[config.mk]
export PLATFORM = sky130hd
export DESIGN_NAME = cecam_top
export DESIGN_NICKNAME = d
export VERILOG_FILES = /design/src/rtl/cecam_pkg.sv /design/src/rtl/cecam_flag.sv /design/src/rtl/cecam_top.sv
export SDC_FILE = /design/constraint.sdc
export NUM_CORES = 1
export LEC_CHECK = 0
export BUFFER_PORTS_ARGS = -buffer_cell sky130_fd_sc_hd__buf_2
export CAP_MARGIN = 10
export CORE_MARGIN = 4
export CORE_UTILIZATION = 40
export DETAILED_ROUTE_END_ITERATION = 8
export PLACE_DENSITY = 0.63
export SETUP_SLACK_MARGIN = 0.02
export SYNTH_ARGS = -nofsm -noshare
export SYNTH_HDL_FRONTEND = slang
export SYNTH_HIERARCHICAL = 1
export SYNTH_SLANG_ARGS = --single-unit
[constraint.sdc]
create_clock -name pclk -period 2.2 [get_ports pclk]
set_clock_uncertainty 0.1 [all_clocks]
set_input_delay 0.11 -clock pclk [delete_from_list [all_inputs] [get_ports pclk]]
set_output_delay 0.11 -clock pclk [all_outputs]
set_load 0.05 [all_outputs]
[src/rtl/cecam_pkg.sv]
// package for the bus controller configuration and address match block
// assumes an apb master on pclk, 32-bit data, word per register
package cecam_pkg;
	// register indices; byte address is four times the index
	localparam logic [17:0] IDX_CFG     = 18'h0_a080;
	localparam logic [17:0] IDX_ADR     = 18'h0_a081;
	localparam logic [17:0] IDX_STAT    = 18'h0_a090;
	localparam logic [17:0] IDX_TMO_LMT = 18'h0_a091;
	localparam int          ADDR_W      = 20;

	// reset values
	localparam logic [7:0] CFG_RST     = 8'h00;
	localparam logic [7:0] ADR_RST     = 8'h40;
	localparam logic [7:0] TMO_LMT_RST = 8'hff;

	// configuration / status / mask field positions
	localparam int B_TX_MODE  = 7;
	localparam int B_TX_CONT  = 6;
	localparam int B_START    = 5;
	localparam int B_TIMEOUT  = 4;
	localparam int B_LINE_ERR = 3;
	localparam int B_TX_ERR   = 2;
	localparam int B_TX_DONE  = 1;
	localparam int B_RX_DONE  = 0;
	localparam int N_FLAGS    = 6;

	// address register field positions
	localparam int B_FUNC_EN  = 7;
	localparam int B_ROLE_SW  = 6;
	localparam int B_ARB_LOST = 5;
	localparam int B_FIRST_BY = 4;
	localparam int B_LA_HI    = 3;
	localparam logic [3:0] BCAST_ADDR = 4'hf;

	// idle timeout tick
	localparam int CLK_MHZ    = 50;
	localparam int TICK_US    = 1;
	localparam int TICK_CYC   = TICK_US * CLK_MHZ;
	localparam logic [7:0] TICK_LAST = 8'(TICK_CYC - 1);
endpackage

[src/rtl/cecam_flag.sv]
// one sticky event flag, hardware set beats software clear
// assumes set and clear come from logic on the same clock
`timescale 1ns/1ps
module cecam_flag (
	input  wire logic pclk,
	input  wire logic presetn,
	input  wire logic set,
	input  wire logic clr,
	output logic      q
);
	always_ff @(posedge pclk or negedge presetn) begin
		if (!presetn) begin
			q <= 1'b0;
		end else if (set) begin
			q <= 1'b1;
		end else if (clr) begin
			q <= 1'b0;
		end
	end
endmodule

[src/rtl/cecam_top.sv]
// configuration, role control and address match of the cec line controller
// assumes a bit engine on pclk supplies the event pulses and idle level
//
// Implementation choice: the APB slave port.
`timescale 1ns/1ps

////////////////////////////////////////////////////////////////////////////
module cecam_top (
	input  wire logic                        pclk,
	input  wire logic                        presetn,
	input  wire logic                        psel,
	input  wire logic                        penable,
	input  wire logic                        pwrite,
	input  wire logic [cecam_pkg::ADDR_W-1:0] paddr,
	input  wire logic [31:0]                 pwdata,
	output logic      [31:0]                 prdata,
	output logic                             pready,
	output logic                             pslverr,
	input  wire logic                        cec_in,
	output logic                             cec_out,
	output logic                             cec_oe_n,
	input  wire logic                        bus_idle,
	input  wire logic                        start_detect,
	input  wire logic                        tx_start,
	input  wire logic                        dest_valid,
	input  wire logic [3:0]                  dest_addr,
	input  wire logic                        first_byte_rx,
	input  wire logic                        ack_slot,
	input  wire logic                        tx_drive_low,
	input  wire logic                        arb_lost,
	input  wire logic                        tx_error,
	input  wire logic                        line_error,
	input  wire logic                        tx_done,
	input  wire logic                        rx_done,
	output logic                             bus_function_enable,
	output logic                             tx_mode_select,
	output logic                             continuous_tx,
	output logic                             is_initiator,
	output logic                             tx_aborted,
	output logic                             line_level,
	output logic                             irq
);
	logic [7:0]         cfg_reg;
	logic [7:0]         adr_reg;
	logic [7:0]         tmo_lmt_reg;
	logic [7:0]         tick_cnt_reg;
	logic [7:0]         idle_cnt_reg;
	logic               switched_reg;
	logic               abort_reg;
	logic               match_reg;
	logic               drive_reg;
	logic               sync1_reg;
	logic               sync2_reg;
	logic [5:0]         stat;
	logic [5:0]         set_v;
	logic [5:0]         clr_v;
	logic [17:0]        idx;
	logic               setup;
	logic               acc;
	logic               wr;
	logic               rd;
	logic               mapped;
	logic               tick;
	logic               tmo_hit;
	logic               arb_lost_q;
	logic               first_q;
	logic               enabled;
	logic               lost_now;

	assign idx     = paddr[cecam_pkg::ADDR_W-1:2];
	assign mapped  = (idx == cecam_pkg::IDX_CFG) ||
	                 (idx == cecam_pkg::IDX_ADR) ||
	                 (idx == cecam_pkg::IDX_STAT) ||
	                 (idx == cecam_pkg::IDX_TMO_LMT);
	assign setup   = psel && !penable;
	assign acc     = psel && penable;
	assign wr      = acc && pwrite && mapped;
	assign rd      = acc && !pwrite && mapped;
	assign pready  = 1'b1;
	assign pslverr = acc && !mapped;
	assign enabled = adr_reg[cecam_pkg::B_FUNC_EN];

	////////////////////////////////////////////////////////////////////////
	// line input synchroniser
	always_ff @(posedge pclk or negedge presetn) begin
		if (!presetn) begin
			sync1_reg <= 1'b1;
			sync2_reg <= 1'b1;
		end else begin
			sync1_reg <= cec_in;
			sync2_reg <= sync1_reg;
		end
	end
	assign line_level = sync2_reg;

	////////////////////////////////////////////////////////////////////////
	// software registers
	always_ff @(posedge pclk or negedge presetn) begin
		if (!presetn) begin
			cfg_reg <= cecam_pkg::CFG_RST;
		end else if (wr && idx == cecam_pkg::IDX_CFG) begin
			cfg_reg <= pwdata[7:0];
		end
	end

	always_ff @(posedge pclk or negedge presetn) begin
		if (!presetn) begin
			adr_reg <= cecam_pkg::ADR_RST;
		end else if (wr && idx == cecam_pkg::IDX_ADR) begin
			adr_reg <= {pwdata[7:6], 2'b00, pwdata[3:0]};
		end
	end

	always_ff @(posedge pclk or negedge presetn) begin
		if (!presetn) begin
			tmo_lmt_reg <= cecam_pkg::TMO_LMT_RST;
		end else if (wr && idx == cecam_pkg::IDX_TMO_LMT) begin
			tmo_lmt_reg <= pwdata[7:0];
		end
	end

	// read data latched in the setup phase
	always_ff @(posedge pclk or negedge presetn) begin
		if (!presetn) begin
			prdata <= 32'h0000_0000;
		end else if (setup) begin
			prdata <= 32'h0000_0000;
			case (paddr[cecam_pkg::ADDR_W-1:2])
				cecam_pkg::IDX_CFG:     prdata[7:0] <= cfg_reg;
				cecam_pkg::IDX_ADR:     prdata[7:0] <= {adr_reg[7:6],
				                        arb_lost_q, first_q, adr_reg[3:0]};
				cecam_pkg::IDX_STAT:    prdata[5:0] <= stat;
				cecam_pkg::IDX_TMO_LMT: prdata[7:0] <= tmo_lmt_reg;
				default:                prdata <= 32'h0000_0000;
			endcase
		end
	end

	////////////////////////////////////////////////////////////////////////
	// role control
	assign tx_mode_select      = cfg_reg[cecam_pkg::B_TX_MODE];
	assign continuous_tx       = cfg_reg[cecam_pkg::B_TX_MODE] &&
	                             cfg_reg[cecam_pkg::B_TX_CONT];
	assign bus_function_enable = enabled;
	assign is_initiator        = enabled && tx_mode_select &&
	                             !switched_reg && !abort_reg;
	assign tx_aborted          = abort_reg;
	assign lost_now            = arb_lost && is_initiator;

	always_ff @(posedge pclk or negedge presetn) begin
		if (!presetn) begin
			switched_reg <= 1'b0;
		end else if (lost_now && adr_reg[cecam_pkg::B_ROLE_SW]) begin
			switched_reg <= 1'b1;
		end else if (bus_idle) begin
			switched_reg <= 1'b0;
		end
	end

	always_ff @(posedge pclk or negedge presetn) begin
		if (!presetn) begin
			abort_reg <= 1'b0;
		end else if (lost_now && !adr_reg[cecam_pkg::B_ROLE_SW]) begin
			abort_reg <= 1'b1;
		end else if (bus_idle) begin
			abort_reg <= 1'b0;
		end
	end

	// destination address compare
	always_ff @(posedge pclk or negedge presetn) begin
		if (!presetn) begin
			match_reg <= 1'b0;
		end else if (dest_valid) begin
			match_reg <= (dest_addr == adr_reg[cecam_pkg::B_LA_HI:0]) ||
			             (dest_addr == cecam_pkg::BCAST_ADDR);
		end else if (bus_idle) begin
			match_reg <= 1'b0;
		end
	end

	// open-drain drive, low level only
	always_ff @(posedge pclk or negedge presetn) begin
		if (!presetn) begin
			drive_reg <= 1'b0;
		end else begin
			drive_reg <= enabled && ((is_initiator && tx_drive_low) ||
			             (!is_initiator && !abort_reg && ack_slot &&
			              match_reg));
		end
	end
	assign cec_out  = 1'b0;
	assign cec_oe_n = !drive_reg;

	////////////////////////////////////////////////////////////////////////
	// hardware-cleared flags
	cecam_flag u_arb_flag (
		.pclk    (pclk),
		.presetn (presetn),
		.set     (lost_now),
		.clr     (bus_idle),
		.q       (arb_lost_q)
	);

	cecam_flag u_first_flag (
		.pclk    (pclk),
		.presetn (presetn),
		.set     (first_byte_rx && enabled),
		.clr     (bus_idle),
		.q       (first_q)
	);

	////////////////////////////////////////////////////////////////////////
	// idle timeout
	assign tick = (tick_cnt_reg == cecam_pkg::TICK_LAST);

	always_ff @(posedge pclk or negedge presetn) begin
		if (!presetn) begin
			tick_cnt_reg <= 8'h00;
		end else if (tick || !bus_idle) begin
			tick_cnt_reg <= 8'h00;
		end else begin
			tick_cnt_reg <= tick_cnt_reg + 8'h01;
		end
	end

	always_ff @(posedge pclk or negedge presetn) begin
		if (!presetn) begin
			idle_cnt_reg <= 8'h00;
		end else if (!bus_idle || !enabled) begin
			idle_cnt_reg <= 8'h00;
		end else if (tick && idle_cnt_reg != 8'hff) begin
			idle_cnt_reg <= idle_cnt_reg + 8'h01;
		end
	end
	assign tmo_hit = enabled && bus_idle && tick &&
	                 (idle_cnt_reg == tmo_lmt_reg) && (tmo_lmt_reg != 8'hff);

	////////////////////////////////////////////////////////////////////////
	// status flags and interrupt
	assign set_v[cecam_pkg::B_START]    = start_detect && enabled;
	assign set_v[cecam_pkg::B_TIMEOUT]  = tmo_hit;
	assign set_v[cecam_pkg::B_LINE_ERR] = line_error && enabled;
	assign set_v[cecam_pkg::B_TX_ERR]   = lost_now ||
	                                      (tx_error && enabled);
	assign set_v[cecam_pkg::B_TX_DONE]  = tx_done && enabled;
	assign set_v[cecam_pkg::B_RX_DONE]  = rx_done && enabled;

	// read clears, writing 0 clears a bit; new transfer clears timeout
	always_comb begin
		clr_v = 6'h00;
		if (rd && idx == cecam_pkg::IDX_STAT) begin
			clr_v = 6'h3f;
		end else if (wr && idx == cecam_pkg::IDX_STAT) begin
			clr_v = ~pwdata[5:0];
		end
		if (start_detect || tx_start) begin
			clr_v[cecam_pkg::B_TIMEOUT] = 1'b1;
		end
	end

	genvar gi;
	generate
		for (gi = 0; gi < cecam_pkg::N_FLAGS; gi = gi + 1) begin : g_flag
			cecam_flag u_flag (
				.pclk    (pclk),
				.presetn (presetn),
				.set     (set_v[gi]),
				.clr     (clr_v[gi]),
				.q       (stat[gi])
			);
		end
	endgenerate

	assign irq = |(stat & cfg_reg[5:0]);
endmodule

# Word level (Yosys, flattened, before mapping)
# Index checks and enable logic that the tools add are counted.
dict set report op_classes {
  add_sub_neg 2
  eq_ne 10
  n_mux 26
  n_bitwise 2
  n_reduce_logical 67
}
# cell n
set op_table {}
lappend op_table {{18-bit by 16-bit == test with 1-bit output (second input constant)} 4}
lappend op_table {{1-bit logical AND} 35}
lappend op_table {{8-bit two-way mux} 3}
lappend op_table {{6-bit case mux with 4 select lines} 1}
lappend op_table {{2-bit nonzero test} 12}
lappend op_table {{1-bit two-way mux} 19}
lappend op_table {{8-bit by 1-bit adder with 8-bit output (second input constant)} 2}
lappend op_table {{8-bit != test (second input constant)} 2}
lappend op_table {{6-bit two-way mux} 2}
lappend op_table {{1-bit logical NOT} 10}
lappend op_table {{1-bit logical OR} 9}
lappend op_table {{8-bit by 6-bit == test with 1-bit output (second input constant)} 1}
lappend op_table {{8-bit == test} 1}
lappend op_table {{6-bit AND} 1}
lappend op_table {{6-bit NOT} 1}
lappend op_table {{2-bit case mux with 3 select lines} 1}
lappend op_table {{6-bit OR reduction} 1}
lappend op_table {{4-bit == test} 1}
lappend op_table {{4-bit == test (second input constant)} 1}
dict set report word_totals {
  ff_bits 60
  input_bits 74
  out_inout_bits 43
  word_cells 127
}

# Logic depth before layout (Yosys ltp)
# Gate-level depths: netlist of run 1.
dict set report logic_depth {
  word_depth 11
  depth_mapped 8
  depth_no_buf 7
}

# Modules after synthesis
# The synthesis of run 1 kept the hierarchy.
# mod n_inst cells_per_inst area_each_um2 seq_area_each_um2
set modules_own_cells {}
lappend modules_own_cells {cecam_top 1 284 3014.1 1315.0}
lappend modules_own_cells {cecam_flag 8 3 36.3 25.0}

# Worst setup path after synthesis of run 1
# Ideal clock, no wire load.
dict set report synth_timing {
  path_type {reg2reg}
  start {register cfg_reg[7]}
  end {register switched_reg}
  setup_time_ps 65
  arrival_ps 1895
  required_time_ps 2035
  setup_slack_ps 139
  path_stages_with_launch 6
  n_path_buf 0
  synth_period_minus_slack_ps 2061
  path_cell_list {dfrtp_1 -> nand2b_1 -> nor2_1 -> nand2_1 -> inv_1 -> a22o_1}
}
dict set report synth_between {
  elab_chain_cells 6
  elab_cells_between_ends 7
  classes_between {1 x mux; 6 x reduce/logical}
}
# element line
set synth_lines {}
lappend synth_lines {{start, declared} cecam_top.sv:43} ;# logic [7:0] cfg_reg;
lappend synth_lines {{start signal, assigned} cecam_top.sv:100} ;# cfg_reg <= cecam_pkg::CFG_RST;
lappend synth_lines {{start signal, assigned} cecam_top.sv:102} ;# cfg_reg <= pwdata[7:0];
lappend synth_lines {{1-bit logical AND * (2 in a row)} cecam_top.sv:145} ;# assign is_initiator = enabled && tx_mode_select &&
lappend synth_lines {{1-bit logical AND *} cecam_top.sv:146} ;# !switched_reg && !abort_reg;
lappend synth_lines {{net is_initiator} cecam_top.sv:38} ;# output logic is_initiator,
lappend synth_lines {{1-bit logical AND *} cecam_top.sv:148} ;# assign lost_now = arb_lost && is_initiator;
lappend synth_lines {{net lost_now} cecam_top.sv:68} ;# logic lost_now;
lappend synth_lines {{1-bit logical AND *} cecam_top.sv:153} ;# end else if (lost_now && adr_reg[cecam_pkg::B_ROLE_SW]) begin
lappend synth_lines {{1-bit two-way mux or 2-bit nonzero test (tied branches)} --}
lappend synth_lines {{end signal, assigned} cecam_top.sv:152} ;# switched_reg <= 1'b0;
lappend synth_lines {{end signal, assigned} cecam_top.sv:154} ;# switched_reg <= 1'b1;
lappend synth_lines {{end signal, assigned} cecam_top.sv:156} ;# switched_reg <= 1'b0;
lappend synth_lines {{end, declared} cecam_top.sv:48} ;# logic switched_reg;
# Mark *: on every way through the listed nets, which the timed path passes. The rest lies on a longest branch.
# A chain may end at the register's enable or synchronous reset.

# Final worst setup path of run 1
dict set report layout_timing {
  start {register tick_cnt_reg[1]}
  end {register idle_cnt_reg[3]}
}
dict set report layout_between {
  elab_chain_cells 3
}
# element line
set layout_lines {}
lappend layout_lines {{start, declared} cecam_top.sv:46} ;# logic [7:0] tick_cnt_reg;
lappend layout_lines {{start signal, assigned} cecam_top.sv:223} ;# tick_cnt_reg <= tick_cnt_reg + 8'h01;
lappend layout_lines {{8-bit by 6-bit == test with 1-bit output} cecam_top.sv:215} ;# assign tick = (tick_cnt_reg == cecam_pkg::TICK_LAST);
lappend layout_lines {{1-bit logical AND} cecam_top.sv:232} ;# end else if (tick && idle_cnt_reg != 8'hff) begin
lappend layout_lines {{2-bit nonzero test (no source line)} --}
lappend layout_lines {{end signal, assigned} cecam_top.sv:233} ;# idle_cnt_reg <= idle_cnt_reg + 8'h01;
lappend layout_lines {{end, declared} cecam_top.sv:47} ;# logic [7:0] idle_cnt_reg;
# No other way between the ends.

==> reports/qor.csv, run 1 <==
stage,metric,value,unit
final_layout,area delta synth->final,24.5,%
floorplan,row count,32,
global_route,vias in the first global route,2524,
sta,Fmax,0.469,GHz
final_layout,Final Cell Area,4110,µm²
placed_design,number of port buffers,64,
synthesis,Post-synth ARST share,1.00,
pwr,peak supply drop,0.000269,V
clock_tree,deepest clock path buffer count,2,
synthesis,Yosys reg bits,60,
worst_setup_path,critical path class,reg2reg,
synthesis,Post-Synthesis Cells,308,
drt,DR iter-0 viols,133,
synthesis,"EDFF count, synth",0,
pwr,Leak,0.00200,µW
placed_design,Placer Congestion,0.792,
pwr,power density over cell area,592,nW/µm²
worst_setup_path,critical-path cell with the highest stage delay,or4_1,
placed_design,Setup WS pre-CTS,37.5,ps
flow_run,max cap viols,0,
synthesis,Yosys cell types,44,
clock_tree,CTS tree,done,
synthesis,"Top FF cell, synth",dfrtp_1,
drt,Avg Vias per Cell,4.97,
global_route,Tot GR Track Use,0.155,
floorplan,full die area,9780,µm²
floorplan,Core ar.,7890,µm²
sta,RSZ-0062 raised after global routing,yes,
global_route,largest net degree at the start of global routing,61,
clock_tree,CTS H-Tree Depth,3,
drt,DR DRC count,0,
drt,post-route ant nets,0,
min_path,worst hold endpoint,u_first_flag/q,
global_route,initial antenna violation count,0,
global_route,first-pass GRT wire length,12100,µm
placed_design,post-DP HPWL,5400,µm
clock_tree,Root Buffer,clkbuf_8,
sta,fin crit share,0.970,
clock_tree,clock slew at reported path FFs,60,ps
drt,average wire per standard cell,14.6,µm
synthesis,YS warnings,6,
placed_design,Post-DP Area,3660,µm²
clock_tree,Skew-Pair Late Insertion Delay,330,ps
sta,Setup WS post-layout,66.6,ps
sta,Slew HR,0.602,
worst_setup_path,reg2reg setup slack,70,ps
synthesis,post-synthesis sequential area ratio,0.459,
worst_setup_path,"Req. time, crit path",2360,ps
floorplan,initial core utilization,0.419,
floorplan,Die Y,98.9,µm
sta,final setup violation count,0,
floorplan,die width,98.9,µm
synthesis,Mean Syn Cell Area,10.7,µm²
global_route,GR Overflow Total,0,
drt,first-pass iteration count of the detailed router,4,
sta,Pins Over Slew Limit,0,
drt,DR vias,2513,
drt,Post-Route WL,7400,µm
clock_tree,CTS Buf Count,9,
min_path,hold path start,bus_idle,
worst_setup_path,Worst Path Max Fanout,7,
worst_setup_path,arrival time worst endpoint,2290,ps
min_path,Worst Hold Depth,3,
worst_setup_path,r2r endpoint,idle_cnt_reg[3],
sta,Final Hold Vio Count,0,
worst_setup_path,R2R Path Start,tick_cnt_reg[1],
worst_setup_path,crit-path max cell delay,530,ps
final_layout,Nets,476,
min_path,worst min-delay path class,in2reg,
final_layout,layout cells sized above 1,0.329,
worst_setup_path,Setup crit end kind,flip-flop,
outcome,outcome,"complete, no violations",
sta,fin crit period,2130,ps
sta,Slew @ Worst Pin,590,ps
worst_setup_path,worst path cell trace,inv_1 -> ha_1 -> nand4b_1 -> or4_4 -> buf_6 -> or4_1 -> a21oi_2,
worst_setup_path,Critical Path Source Type,flip-flop,
worst_setup_path,number of cells on the worst reg-to-reg path,7,
clock_tree,Num Clock Sinks,60,
final_layout,antenna cells,0,
synthesis,Syn Std Cell Area,3300,µm²
floorplan,Ports,117,
-- critical path: cells and delay by family, from the launching register on --
family	cells	cell delay (ps)
AO/OA/AOI/OAI	1	150
buffers and inverters	2	210
flip-flops	1	390
AND/OR/NAND/NOR	3	1080
adder cells (fa/ha/maj)	1	130
-- how the worst max path moves through the flow --
stage | startpoint | endpoint | depth (start not counted)
2_1_floorplan | cfg_reg[7] | switched_reg | 5
3_3_place_gp | tick_cnt_reg[1] | idle_cnt_reg[3] | 7
3_5_place_dp | tick_cnt_reg[1] | idle_cnt_reg[7] | 7
4_1_cts | tick_cnt_reg[1] | idle_cnt_reg[7] | 7
5_1_grt | tick_cnt_reg[1] | idle_cnt_reg[3] | 7
6_report | tick_cnt_reg[1] | idle_cnt_reg[3] | 7
-- Yosys cell counts, types with 2 or more instances --
library cell | count | share of area
dfrtp_1 | 49 | 0.37
buf_4 | 26 | 0.059
nand2_1 | 23 | 0.026
inv_1 | 19 | 0.022
mux2_2 | 18 | 0.061
nor2_1 | 15 | 0.017
a21oi_1 | 14 | 0.021
dfstp_2 | 11 | 0.087
o31ai_1 | 11 | 0.025
and2_1 | 10 | 0.019
xnor2_1 | 10 | 0.027
a21o_1 | 8 | 0.018
nand3_1 | 8 | 0.012
or4_1 | 8 | 0.018
xor2_1 | 7 | 0.019
clkbuf_1 | 6 | 0.0068
mux2_1 | 6 | 0.020
mux4_2 | 6 | 0.041
a22oi_1 | 5 | 0.011
nand4_1 | 5 | 0.0095
o21ai_0 | 5 | 0.0076
o41ai_1 | 4 | 0.011
ha_1 | 3 | 0.011
nand2b_1 | 3 | 0.0057
buf_1 | 2 | 0.0023
buf_2 | 2 | 0.0030
conb_1 | 2 | 0.0023
nand3b_1 | 2 | 0.0045
nand4_4 | 2 | 0.013
nand4b_1 | 2 | 0.0053
nor2b_1 | 2 | 0.0038
nor3_1 | 2 | 0.0030
-- power by group --
part           switching (µW)  leakage, µW  total (µW)  internal (µW)
clock                     410     0.000110        1060            649
combinational             183      0.00109         258           74.8
sequential               4.75     0.000796        1120           1110
-- per-stage QoR --
step / cells / TNS [ps] / total power, µW / utilization / hold slack, ps
after floorplan: 332 / 0 / 1320 / - / -286
after global placement: 468 / 0 / 1370 / 0.465 / 39.8
after detailed placement: 468 / 0 / 1370 / 0.465 / 37.9
after CTS: 503 / 0 / 2470 / 0.516 / 5.99
after global routing: 506 / -78.8 / 2540 / 0.522 / 11.8
final: 506 / 0 / 2430 / 0.522 / 14.8
-- layout make-up --
class / count / area (µm²)
tap: 102 / 128
multi-input combinational: 217 / 1590
clock buffer: 15 / 186
timing repair buffer: 92 / 592
sequential: 60 / 1520
inverter: 19 / 71.3
fill: 757 / 3770
clock inverter: 1 / 30.0
-- placed cells by master, fill, tap and decap left out, drive strengths merged, types with 6 or more instances in the layout --
| cell | netlist | final |
|---|---|---|
| o31ai | 11 | 11 |
| clkbuf | 6 | 15 |
| dlygate4sd3 | 0 | 19 |
| nand4 | 8 | 8 |
| xnor2 | 10 | 10 |
| a21o | 8 | 8 |
| nand2 | 23 | 23 |
| nor2 | 16 | 16 |
| a21oi | 14 | 14 |
| mux2 | 24 | 24 |
| dfrtp | 49 | 49 |
| or4 | 8 | 8 |
| inv | 19 | 19 |
| and2 | 10 | 10 |
| dfstp | 11 | 11 |
| mux4 | 6 | 6 |
| conb | 2 | 26 |
| nand3 | 8 | 8 |
| buf | 30 | 73 |
| xor2 | 7 | 7 |
-- kinds of logic after synthesis --
kind of cell,after synthesis,share of synthesized area
XOR/XNOR,17,0.0451
multiplexers,30,0.123
buffers and inverters,55,0.0928
adder cells (fa/ha/maj),3,0.0114
other,2,0.00227
AO/OA/AOI/OAI,51,0.104
AND/OR/NAND/NOR,90,0.163
flip-flops,60,0.459
-- routing by layer --
metal | track usage | part of all wire | vias up
li1 | - | - | 1229
met1 | 0.191 | 0.43 | 1217
met2 | 0.262 | 0.51 | 62
met3 | 0.0495 | 0.055 | 5
met4 | 0.0389 | 0.0069 | 0
met5 | 0 | 0 | -
-- what timing repair did --
action / in CTS / in global routing
endpoints found under the setup margin: 0 / 5
hold buffers: 19 / 0
resized for setup: 0 / 7
hold endpoints to repair: 91 / 0
buffers inserted: 0 / 2
Note: power is estimated with default switching activity, not from simulation.
==> run 2, diff against run 1 <==
==> constraint.sdc (replaced) <==
create_clock -name pclk -period 2.2 [get_ports pclk]
set_clock_uncertainty 0.1 [all_clocks]
set_input_delay 0.44 -clock pclk [delete_from_list [all_inputs] [get_ports pclk]]
set_output_delay 0.44 -clock pclk [all_outputs]
set_load 0.05 [all_outputs]
==> run 2 against run 1 <==
Against the previous run:
- first-iteration DRC count decreased by 20%
- cell count down 3.4%
- utilization is 2.3 points lower
- final area shrank 4.4%
- total power is 2.5% higher
- sequential share of layout area up 1.7 points
- global-route usage shrank 0.23 points
- sequential power barely moved
- register-to-register slack better by 30 ps
- non-clock buffer count down 17
- hold slack improved by 93 ps
- critical endpoint is now pslverr
==> reports/qor.csv, run 2 (synthesis gave the netlist of run 1 again) <==
stage,metric,value,unit,change
outcome,outcome,"complete, no violations",,
floorplan,die width,98.9,µm,unchanged
pwr,peak supply drop,0.000397,V,+48%
final_layout,fill cell count,765,,+1.1%
final_layout,area delta synth->final,19.0,%,
floorplan,full die area,9780,µm²,unchanged
drt,average wire per standard cell,14.4,µm,-1.2%
final_layout,antenna cells,0,,unchanged
drt,first-pass iteration count of the detailed router,4,,unchanged
worst_setup_path,Worst Path Max Fanout,3,,-4
pwr,Seq pwr share,0.448,,-0.011
worst_setup_path,number of cells on the worst reg-to-reg path,6,,-1
floorplan,Ports,117,,unchanged
pwr,Cell Int Power,1890,µW,+3.1%
drt,post-route ant nets,0,,unchanged
sta,Pins Over Slew Limit,0,,unchanged
pwr,Leak,0.00193,µW,-3.4%
min_path,worst min-delay path class,in2reg,,
min_path,worst hold endpoint,sync1_reg,,
flow_run,max cap viols,0,,unchanged
global_route,Tot GR Track Use,0.152,,-0.00228
global_route,first-pass GRT wire length,11800,µm,-2.3%
sta,Slew HR,0.617,,+0.0159
placed_design,Placer Congestion,0.834,,+5.3%
pwr,clock power share,0.459,,+0.024
min_path,Worst Hold Depth,1,,-2
final_layout,"most common cell after layout, fill and taps aside",buf_2,,
drt,DR iter-0 viols,106,,-20%
global_route,vias in the first global route,2405,,-4.7%
clock_tree,CTS tree,done,,
sta,RSZ-0062 raised after global routing,yes,,
clock_tree,CTS Buf Count,9,,unchanged
sta,final setup violation count,0,,unchanged
worst_setup_path,r2r endpoint,idle_cnt_reg[4],,
global_route,GR Overflow Total,0,,unchanged
worst_setup_path,critical path class,in2out,,
sta,Final Hold Vio Count,0,,unchanged
drt,Post-Route WL,7060,µm,-4.5%
min_path,hold path start,cec_in,,
worst_setup_path,R2R Path Start,tick_cnt_reg[1],,
floorplan,initial core utilization,0.419,,unchanged
placed_design,Post-DP Area,3680,µm²,+0.48%
clock_tree,Num Clock Sinks,60,,unchanged
pwr,switch share,0.242,,-0.00380
clock_tree,deepest clock path buffer count,2,,unchanged
clock_tree,clock slew at reported path FFs,60,ps,about the same
clock_tree,post-CTS setup buffer count,0,,unchanged
global_route,largest net degree at the start of global routing,35,,-43%
worst_setup_path,arrival time worst endpoint,1600,ps,-690 ps
drt,DR DRC count,0,,unchanged
drt,Avg Vias per Cell,5.00,,+0.59%
floorplan,Core ar.,7890,µm²,unchanged
sta,Fmax,0.467,GHz,-0.39%
worst_setup_path,reg2reg setup slack,100,ps,+30 ps
final_layout,layout cells sized above 1,0.341,,+0.0119
sta,Setup TNS,0,ps,unchanged
sta,Slew @ Worst Pin,567,ps,-23.5 ps
final_layout,"commonest non-fill, non-tap cells in the layout","buf_2, dfrtp_1, conb_1",,
sta,fin crit period,2140,ps,+8.37 ps
clock_tree,Skew-Pair Late Insertion Delay,330,ps,about the same
drt,DR vias,2443,,-2.8%
worst_setup_path,Crit. Startpoint,paddr[11],,
floorplan,Die Y,98.9,µm,unchanged
clock_tree,Root Buffer,clkbuf_8,,
final_layout,Final Cell Area,3930,µm²,-4.4%
pwr,Logic pwr share,0.092,,-0.014
global_route,initial antenna violation count,0,,unchanged
floorplan,row count,32,,unchanged
pwr,Psw,603,µW,+0.96%
final_layout,Nets,459,,-3.6%
pwr,power density over cell area,634,nW/µm²,+7.2%
worst_setup_path,"Req. time, crit path",1660,ps,-700 ps
placed_design,number of port buffers,64,,unchanged
placed_design,post-DP HPWL,5490,µm,+1.7%
worst_setup_path,Critical Path Source Type,primary input,,
clock_tree,CTS H-Tree Depth,3,,unchanged
worst_setup_path,Setup crit end kind,output pin,,
sta,fin crit share,0.974,,+0.00380
final_layout,post-route core utilization,0.499,,-0.0228
[run 2: metrics by stage]
stage               instances  setup WS (ps)  hold slack, ps  power (µW)
finish                    489           58.2             108        2500
global placement          472          -33.4             159        1370
CTS                       489           32.3            87.2        2530
floorplan                 332           79.7            44.4        1320
global route              489          0.436            82.8        2600
detailed placement        472          -37.1             170        1370
[run 2: cell type report]
cell class | instances | area [µm²] | area share
inverter | 19 | 71.3 | 0.0181
sequential | 60 | 1520 | 0.385
clock inverter | 4 | 70.1 | 0.0178
multi-input combinational | 217 | 1580 | 0.401
timing repair buffer | 75 | 408 | 0.104
clock buffer | 12 | 165 | 0.0420
tap | 102 | 128 | 0.0324
[run 2: critical path, cell delays in order]
cell	delay (ps)
buf_2	90
or4_1	560
nor2_4	140
buf_4	120
a21oi_1	60
buf_4	190
[run 2: worst max path at each step]
stage / end / slack [ps] / depth (start not counted)
floorplan: pslverr / 80 / 3
global placement: cfg_reg[4] / -30 / 6
detailed placement: cfg_reg[6] / -40 / 6
CTS: pslverr / 30 / 6
global route: idle_cnt_reg[0] / 0.4 / 7
finish: pslverr / 60 / 6
[run 2: power by group through the flow]
stage | clock, µW | combinational, µW | sequential [µW]
2_1_floorplan | 0 | 180 | 1140
3_3_place_gp | 0 | 228 | 1140
3_5_place_dp | 0 | 231 | 1140
4_1_cts | 1180 | 232 | 1120
5_1_grt | 1230 | 252 | 1120
6_report | 1150 | 230 | 1120
[run 2: repair_timing]
action,CTS,global route
hold buffers,1,0
pin swaps,0,0
resized for setup,1,2
endpoints found under the hold margin,4,0
setup endpoints to repair,6,5
[run 2: layer usage]
metal	global-route usage	wire, µm
met5	0	0
met4	0.0462	86
met3	0.0524	420
met2	0.248	3510
met1	0.191	3050
